## src/bvm_pkg.sv

```systemverilog
/*
 Constants, states and register map of the bus-voltage monitor register bank.
 Assumes one 100 MHz clock and a byte-wide register port fed by an I2C target front end.
*/
// Overview of operation
// - Window-write bytes after the count byte, up to the count and the 30-entry depth, are stored in a hidden write-only buffer that resets to zero.
// - Register 0x70 reads the low eight bits of the 10-bit bus-voltage reading at 25mV per code and resets to zero.
// - Register 0x71 bits 1:0 read the top two bits of the 10-bit bus-voltage reading.
// - The bus-voltage reading is only valid while the monitor enable is in its enabling state, whose polarity is left open.
// - Register 0x71 bits 3:2 always read 00, meaning the reading is not scaled.
// - The stop-discharge threshold is a read-write 10-bit value, low byte plus two upper bits, resetting to 0x020.
// - Any stop-discharge code from zero up to 0x018 means a fixed 0.5V level.
// - Stop-discharge codes from 0x01C to 0x3FF mean the code times 25mV.
// - The two lowest stop-discharge code bits are ignored, so bit 2 is the step of 100mV.
// - Writing 0 to the alarm control enables the voltage alarms and writing 1 disables them.
// - With alarms enabled and the voltage above the high threshold, the over-voltage flag is set.
// - The over-voltage flag is level triggered and comes back after a clear while the condition persists.
// - The over-voltage threshold is 10 bits at 25mV, low byte at 0x76 and upper bits in 0x77 bits 1:0, resetting to zero.
package bvm_pkg;
    localparam logic [7:0] ADDR_PAYLOAD_WIN = 8'h51;
    localparam logic [7:0] ADDR_VOLT_LO     = 8'h70;
    localparam logic [7:0] ADDR_VOLT_HI     = 8'h71;
    localparam logic [7:0] ADDR_STOP_LO     = 8'h74;
    localparam logic [7:0] ADDR_STOP_HI     = 8'h75;
    localparam logic [7:0] ADDR_OV_LO       = 8'h76;
    localparam logic [7:0] ADDR_OV_HI       = 8'h77;

    localparam logic [9:0] RST_STOP_LEVEL   = 10'h020;
    localparam logic [9:0] RST_OV_LEVEL     = 10'h000;
    localparam logic [9:0] RST_READING      = 10'h000;
    localparam logic [7:0] RST_PAYLOAD      = 8'h00;

    // Stop-discharge decode: codes up to the floor map to 0.5V = 20 codes of 25mV
    localparam logic [9:0] STOP_FLOOR_CODE  = 10'h018;
    localparam logic [9:0] STOP_HALF_VOLT   = 10'h014;
    localparam logic [9:0] STOP_LSB_MASK    = 10'h3FC;

    localparam logic [1:0] SCALE_NONE       = 2'h0;
    localparam int         PAYLOAD_DEPTH    = 30;
    localparam int         PTR_W            = 5;

    typedef enum logic [2:0] {
        WIN_IDLE  = 3'b001,
        WIN_COUNT = 3'b010,
        WIN_DATA  = 3'b100
    } bvm_win_t;
endpackage

```

## src/bvm_payload_buf.sv

```systemverilog
/*
 Hidden payload store behind the write-only window.
 Assumes the caller bounds the write index below the depth.
*/
`timescale 1ns/100ps
`default_nettype none
module bvm_payload_buf (
    // Clock and reset
    input  wire logic                        clk,
    input  wire logic                        rst_b,
    // Write side
    input  wire logic                        wr_en,
    input  wire logic [bvm_pkg::PTR_W-1:0]   wr_idx,
    input  wire logic [7:0]                  wr_byte,
    // Read side
    input  wire logic [bvm_pkg::PTR_W-1:0]   rd_idx,
    output logic      [7:0]                  rd_byte
);
    logic [7:0] mem_ff [bvm_pkg::PAYLOAD_DEPTH];

    genvar gi;
    generate
        for (gi = 0; gi < bvm_pkg::PAYLOAD_DEPTH; gi++) begin : g_ent
            always_ff @(posedge clk or negedge rst_b) begin
                if (!rst_b) begin
                    mem_ff[gi] <= bvm_pkg::RST_PAYLOAD;
                end else if (wr_en && (wr_idx == bvm_pkg::PTR_W'(gi))) begin
                    mem_ff[gi] <= wr_byte;
                end
            end
        end
    endgenerate

    // Out-of-range reads give zero rather than an undefined entry
    always_ff @(posedge clk or negedge rst_b) begin
        if (!rst_b) begin
            rd_byte <= bvm_pkg::RST_PAYLOAD;
        end else if (rd_idx < bvm_pkg::PTR_W'(bvm_pkg::PAYLOAD_DEPTH)) begin
            rd_byte <= mem_ff[rd_idx];
        end else begin
            rd_byte <= bvm_pkg::RST_PAYLOAD;
        end
    end
endmodule
`default_nettype wire

```

## src/bvm_regs.sv

```systemverilog
/*
 Bus-voltage monitor register bank: reading, stop-discharge threshold,
 over-voltage alarm and the payload write window.
 Assumes an I2C target front end that presents one byte access per strobe,
 synchronous to CLK.
*/
`timescale 1ns/100ps
`default_nettype none
module bvm_regs #(
    // Level of VOLT_MON_EN that counts as enabled; the polarity is not settled
    parameter logic MON_EN_ACTIVE = 1'b1
) (
    // Clock and reset
    input  wire logic                        CLK,
    input  wire logic                        RST_B,
    // Register byte port
    input  wire logic                        WR_STB,
    input  wire logic                        WR_FIRST,
    input  wire logic                        RD_STB,
    input  wire logic                        TXN_END,
    input  wire logic [7:0]                  ADDR,
    input  wire logic [7:0]                  WDATA,
    output logic      [7:0]                  RDATA,
    output logic                             RD_VALID,
    // ADC and controls
    input  wire logic [9:0]                  ADC_SAMPLE,
    input  wire logic                        ADC_VALID,
    input  wire logic                        VOLT_MON_EN,
    input  wire logic                        VOLT_ALARM_CTRL,
    input  wire logic                        OV_FLAG_CLR,
    // Alarm and threshold
    output logic                             OV_FLAG,
    output logic      [9:0]                  DISCH_STOP_CODE,
    // Payload consumer
    input  wire logic                        TX_BUF_RESET,
    input  wire logic [bvm_pkg::PTR_W-1:0]   PAYLOAD_RD_IDX,
    output logic      [7:0]                  PAYLOAD_BYTE,
    output logic      [bvm_pkg::PTR_W-1:0]   PAYLOAD_LEN
);
    bvm_pkg::bvm_win_t           win_ff;
    bvm_pkg::bvm_win_t           nxt_win;
    logic [9:0]                  reading_ff;
    logic [9:0]                  stop_level_ff;
    logic [9:0]                  ov_level_ff;
    logic                        ov_cond_ff;
    logic [7:0]                  count_ff;
    logic [7:0]                  got_ff;
    logic [bvm_pkg::PTR_W-1:0]   ptr_ff;

    // Decode
    wire mon_on      = (VOLT_MON_EN == MON_EN_ACTIVE);
    wire alarms_on   = ~VOLT_ALARM_CTRL;
    wire wr_win      = WR_STB && (ADDR == bvm_pkg::ADDR_PAYLOAD_WIN);
    wire wr_stop_lo  = WR_STB && (ADDR == bvm_pkg::ADDR_STOP_LO);
    wire wr_stop_hi  = WR_STB && (ADDR == bvm_pkg::ADDR_STOP_HI);
    wire wr_ov_lo    = WR_STB && (ADDR == bvm_pkg::ADDR_OV_LO);
    wire wr_ov_hi    = WR_STB && (ADDR == bvm_pkg::ADDR_OV_HI);
    wire win_count   = wr_win && WR_FIRST;
    wire win_space   = (ptr_ff < bvm_pkg::PTR_W'(bvm_pkg::PAYLOAD_DEPTH));
    // Bytes beyond the announced count or the buffer depth are dropped;
    // a data byte may follow the count byte in the very next cycle
    wire win_store   = wr_win && !WR_FIRST && (win_ff != bvm_pkg::WIN_IDLE)
                       && (got_ff < count_ff) && win_space;
    wire ov_set      = alarms_on && ov_cond_ff;
    wire [9:0] stop_masked = stop_level_ff & bvm_pkg::STOP_LSB_MASK;
    wire [9:0] stop_eff    = (stop_masked <= bvm_pkg::STOP_FLOOR_CODE) ?
                             bvm_pkg::STOP_HALF_VOLT : stop_masked;

    logic [7:0] rd_mux;
    always_comb begin
        case (ADDR)
            bvm_pkg::ADDR_VOLT_LO: rd_mux = reading_ff[7:0];
            bvm_pkg::ADDR_VOLT_HI: rd_mux = {4'h0, bvm_pkg::SCALE_NONE, reading_ff[9:8]};
            bvm_pkg::ADDR_STOP_LO: rd_mux = stop_level_ff[7:0];
            bvm_pkg::ADDR_STOP_HI: rd_mux = {6'h00, stop_level_ff[9:8]};
            bvm_pkg::ADDR_OV_LO:   rd_mux = ov_level_ff[7:0];
            bvm_pkg::ADDR_OV_HI:   rd_mux = {6'h00, ov_level_ff[9:8]};
            default:               rd_mux = 8'h00;
        endcase
    end

    always_comb begin
        case (win_ff)
            bvm_pkg::WIN_IDLE:  nxt_win = win_count ? bvm_pkg::WIN_COUNT : bvm_pkg::WIN_IDLE;
            bvm_pkg::WIN_COUNT: nxt_win = TXN_END ? bvm_pkg::WIN_IDLE : bvm_pkg::WIN_DATA;
            bvm_pkg::WIN_DATA:  nxt_win = TXN_END ? bvm_pkg::WIN_IDLE : bvm_pkg::WIN_DATA;
            default:            nxt_win = bvm_pkg::WIN_IDLE;
        endcase
        if (win_count) begin
            nxt_win = bvm_pkg::WIN_COUNT;
        end
    end

    // Read port
    always_ff @(posedge CLK or negedge RST_B) begin
        if (!RST_B) begin
            RDATA    <= 8'h00;
            RD_VALID <= 1'b0;
        end else begin
            RD_VALID <= RD_STB;
            if (RD_STB) begin
                RDATA <= rd_mux;
            end
        end
    end

    // Reading held while the monitor is off, so software never sees a stale-enable sample
    always_ff @(posedge CLK or negedge RST_B) begin
        if (!RST_B) begin
            reading_ff <= bvm_pkg::RST_READING;
        end else if (ADC_VALID && mon_on) begin
            reading_ff <= ADC_SAMPLE;
        end
    end

    always_ff @(posedge CLK or negedge RST_B) begin
        if (!RST_B) begin
            stop_level_ff <= bvm_pkg::RST_STOP_LEVEL;
            ov_level_ff   <= bvm_pkg::RST_OV_LEVEL;
        end else begin
            if (wr_stop_lo) stop_level_ff[7:0] <= WDATA;
            if (wr_stop_hi) stop_level_ff[9:8] <= WDATA[1:0];
            if (wr_ov_lo)   ov_level_ff[7:0]   <= WDATA;
            if (wr_ov_hi)   ov_level_ff[9:8]   <= WDATA[1:0];
        end
    end

    always_ff @(posedge CLK or negedge RST_B) begin
        if (!RST_B) begin
            DISCH_STOP_CODE <= bvm_pkg::STOP_HALF_VOLT;
        end else begin
            DISCH_STOP_CODE <= stop_eff;
        end
    end

    // Compare is refreshed only on a new sample; with alarms on the held result sets the flag, which holds until OV_FLAG_CLR
    always_ff @(posedge CLK or negedge RST_B) begin
        if (!RST_B) begin
            ov_cond_ff <= 1'b0;
            OV_FLAG    <= 1'b0;
        end else begin
            if (ADC_VALID) begin
                ov_cond_ff <= (ADC_SAMPLE > ov_level_ff);
            end
            OV_FLAG <= ov_set | (OV_FLAG & ~OV_FLAG_CLR);
        end
    end

    always_ff @(posedge CLK or negedge RST_B) begin
        if (!RST_B) begin
            win_ff   <= bvm_pkg::WIN_IDLE;
            count_ff <= 8'h00;
            got_ff   <= 8'h00;
            ptr_ff   <= '0;
        end else begin
            win_ff <= nxt_win;
            if (win_count) begin
                count_ff <= WDATA;
                got_ff   <= 8'h00;
            end else if (win_store) begin
                got_ff <= got_ff + 8'h01;
            end
            if (TX_BUF_RESET) begin
                ptr_ff <= '0;
            end else if (win_store) begin
                ptr_ff <= ptr_ff + 5'h01;
            end
        end
    end

    always_ff @(posedge CLK or negedge RST_B) begin
        if (!RST_B) begin
            PAYLOAD_LEN <= '0;
        end else begin
            PAYLOAD_LEN <= TX_BUF_RESET ? '0 : (win_store ? ptr_ff + 5'h01 : ptr_ff);
        end
    end

    bvm_payload_buf u_buf (
        .clk     (CLK),
        .rst_b   (RST_B),
        .wr_en   (win_store),
        .wr_idx  (ptr_ff),
        .wr_byte (WDATA),
        .rd_idx  (PAYLOAD_RD_IDX),
        .rd_byte (PAYLOAD_BYTE)
    );
endmodule
`default_nettype wire

```

## config.mk

```make
export PLATFORM = sky130hd
export DESIGN_NAME = bvm_regs
export DESIGN_NICKNAME = d
export VERILOG_FILES = /design/src/bvm_pkg.sv /design/src/bvm_payload_buf.sv /design/src/bvm_regs.sv
export SDC_FILE = /design/constraint.sdc
export NUM_CORES = 1
export LEC_CHECK = 0
export ABC_AREA = 1
export BUFFER_PORTS_ARGS = -buffer_cell sky130_fd_sc_hd__buf_2
export CAP_MARGIN = 20
export CORE_UTILIZATION = 62
export CTS_CLUSTER_DIAMETER = 120
export DETAILED_ROUTE_END_ITERATION = 10
export GPL_ROUTABILITY_DRIVEN = 0
export HOLD_SLACK_MARGIN = 0.06
export PLACE_DENSITY = 0.8
export REMOVE_ABC_BUFFERS = 1
export SYNTH_ARGS = -nofsm -noshare
export SYNTH_HDL_FRONTEND = slang
export SYNTH_SLANG_ARGS = --single-unit
```

## constraint.sdc

```tcl
create_clock -name CLK -period 2.2 [get_ports CLK]
set_input_delay 0.44 -clock CLK [delete_from_list [all_inputs] [get_ports CLK]]
set_output_delay 0.44 -clock CLK [all_outputs]
set_load 0.01 [all_outputs]
```

==> summary.md <==
| Metric | Value |
|---|---|
| Status | `finished, final reports clean` |
| Num CTS Buffers | `36` |
| Crit. End Element | `output port` |
| Pin count of the biggest net entering global routing | `129` |
| Worst hold path class | `in2reg` |
| Synth Instances | `2103` |
| Critical Path Max Stage Delay | `0.46 ns` |
| Startpoint types | `register` |
| Reg2Reg Launch Point | `got_ff[7]` |
| Antenna diodes | `0` |
| All-layer global routing usage | `36.8%` |
| Largest fanout on the critical path | `128` |
| Peak VDD IR | `0.766 mV` |
| Worst Slack Setup Final | `0.0489 ns` |
| DIE AREA | `27000 sq um` |
| Multi-input logic area | `7240 sq um` |
| Die Ht | `164 um` |
| Chip width | `164 um` |
| Worst path cell trace | `buf_12 > buf_2` |
| Fmax | `465 MHz` |
| Worst Setup SP | `PAYLOAD_LEN[4]` |
| Util after Layout | `72.7%` |
| Pleak | `0.00988 uW` |
| Routed len/inst | `19.8 um` |
| Dpl cell area | `17300 sq um` |
| Post-detailed-routing wire length | `50.0 mm` |
| CTS tree | `built` |
| Clock Skew | `0.0156 ns` |
| Reg clk slew, reported paths | `0.06 ns` |
| IO Port Bufs | `72` |
| Dominant cell type by area after synthesis | `dfrtp_1` |
| Post-synth EDFFs | `0` |
| Part of the power in registers | `45.9%` |
| Ys async rst share | `100%` |
| Core box area | `26000 sq um` |
| Fin. Hold Viols | `0` |
| Worst path required time | `1.76 ns` |
| Nets | `2231` |
| Area growth from synthesis to layout | `15.7%` |
| Crit path kind | `reg2out` |
| R2r endpoint | `u_buf.mem_ff[12]` |
| Vias in the first global route | `14600` |
| Sequential element share of the synthesized area | `49.2%` |
| Critical Path AT | `1.71 ns` |
| Crit path to | `PAYLOAD_LEN[4]` |
| Pre-CTS WS | `0.0514 ns` |
| Yosys warning total | `0` |
| Clk_lat worst skew | `0.53 ns` |
| RSZ-0062 raised after global routing | `yes` |
| Sw power | `3230 uW` |
| Fin area | `18900 sq um` |
| CP max stage cell | `buf_12` |
| Final ANT Viol Nets | `0` |
| First DRT Iteration DRCs | `2391` |
| Most frequent cell after synthesis | `nand2_1` |
| Period minus WS final | `2.15 ns` |
| Syn_area_per_cell | `7.77 sq um` |
| DR pass1 iterations | `7` |
| Setup TNS | `0 ns` |
| Power density cells | `697 nW/um^2` |
| Initial antenna violation count | `1` |
| DRC | `0` |
| H-Tree Depth | `2` |
| Clk root buf | `clkbuf_16` |
| Actual slew at the worst max-slew pin | `0.617 ns` |
| Post-synth cell types | `37` |
| Setup violations, final | `0` |
| Clock network fraction of total power | `46.4%` |
| Reg2reg setup slack | `0.06 ns` |
| Sink Count | `321` |
| Fin. max-slew vios | `0` |
| Rel. slew slack | `58.8%` |
| Grt total ovfl | `0` |
| Int Pwr | `9940 uW` |
| Synth top area cells | `dfrtp_1 49%, nand2_1 16%, nand4_1 10%, nor2_1 5.2%, o21ai_0 5.0%` |
| HPWL Detailed | `30.1 mm` |
| Layout cell share with drive strength beyond 1 | `12.5%` |
| Worst reg-to-reg path cell count | `12` |
| Max cap viols | `0` |
| Maximum root-to-sink buffer count | `3` |
| Final Cycle Share | `97.8%` |
| Row cnt | `59` |
| Synthesis-stage register bit count | `321` |
| Final Power | `13200 uW` |
| Synth top area share | `48.5%` |
| Number of vias in the routed layout | `15900` |
| Starting density of the core | `62.9%` |
| I/O pin total | `75` |
| Register area | `8040 sq um` |
| Synth Cell Area | `16300 sq um` |
| Drt via density | `6.28` |
| Ys flop type | `dfrtp_1` |
| Switching Share | `24.5%` |
| FILL cells | `1913` |
| Synth cell count leaders | `694 x nand2_1, 317 x dfrtp_1, 265 x nand4_1` |
| First-pass GRT wire length | `77.3 mm` |
| Comb power frac | `7.8%` |
-- cell families after synthesis --
logic type / after synthesis / share of synthesized area (%)
compound gates: 210 / 6.94
xor+xnor: 6 / 0.322
fa+ha+maj: 23 / 1.76
buf+inv: 250 / 6.73
flops: 321 / 49.2
mux: 9 / 0.620
other cells: 1 / 0.0229
simple gates: 1283 / 34.4
-- worst max-delay path: cells and delay by family, from the launching register on --
family	cells	cell delay, ns
buffers and inverters	2	0.70
flip-flops	1	0.45
-- routing by layer --
| layer | vias up | wire length, um | track usage (%) |
|---|---|---|---|
| met5 | - | 0 | 0 |
| met4 | 0 | 2420 | 18.9 |
| met3 | 201 | 5910 | 7.73 |
| met2 | 1098 | 22200 | 54.8 |
| met1 | 7427 | 19400 | 50.8 |
| li1 | 7159 | - | - |
-- state kept, by name (all words and copies together), names as in the netlist --
register	flops
DISCH_STOP_CODE	8
OV_FLAG	1
PAYLOAD_LEN	5
RDATA	8
RD_VALID	1
count_ff	8
got_ff	8
ov_cond_ff	1
ov_level_ff	10
reading_ff	10
stop_level_ff	10
u_buf.mem_ff	240
u_buf.rd_byte	8
win_ff	3
-- how the worst min path moves through the flow --
| stage | start | endpoint | slack [ns] | cells past startpoint |
|---|---|---|---|---|
| after floorplan | RST_B | DISCH_STOP_CODE[3] | 0.14 | 0 |
| after global placement | RST_B | u_buf.mem_ff[64] | 0.34 | 1 |
| after detailed placement | RST_B | u_buf.mem_ff[64] | 0.34 | 1 |
| after CTS | OV_FLAG_CLR | OV_FLAG | 0.08 | 2 |
| after global routing | OV_FLAG_CLR | OV_FLAG | 0.08 | 2 |
| final | OV_FLAG_CLR | OV_FLAG | 0.09 | 2 |
-- placed cells by master, fill, tap and decap left out, drive strengths merged, types with 11 or more instances in the layout --
master / Yosys / final
a21oi: 11 / 11
nand4: 265 / 265
o211ai: 25 / 25
nand2: 695 / 695
clkbuf: 101 / 58
clkinv: 3 / 11
nand3: 81 / 81
dfrtp: 317 / 317
nor2: 230 / 230
buf: 63 / 183
ha: 23 / 23
o21ai: 164 / 164
inv: 83 / 85
-- power by group through the flow --
stage | clock, uW | sequential [uW] | combinational (uW)
floorplan | 0 | 6160 | 364
global placement | 0 | 6150 | 971
detailed placement | 0 | 6150 | 989
CTS | 6110 | 6050 | 997
global route | 6370 | 6050 | 1110
finish | 6110 | 6050 | 1020
-- final cells by class --
cell class	count	share of cell area [%]
multi-input combinational	1533	38.3
inverter	86	1.71
timing repair buffer	188	8.84
tap	335	2.22
sequential	321	42.6
clock inverter	12	0.622
clock buffer	54	5.71
-- metrics by stage --
stage	hold slack, ns	cells
detailed placement	0.340	2432
finish	0.0856	2529
global placement	0.339	2432
CTS	0.0784	2499
floorplan	0.144	1940
global route	0.0818	2529
-- what timing repair did --
action | in CTS | in global routing
endpoints found under the setup margin | 0 | 241
hold buffers | 1 | 0
gates resized for setup | 0 | 14
buffers inserted | 0 | 26
endpoints found under the hold margin | 29 | 0
Note: power is estimated with default switching activity, not from simulation.
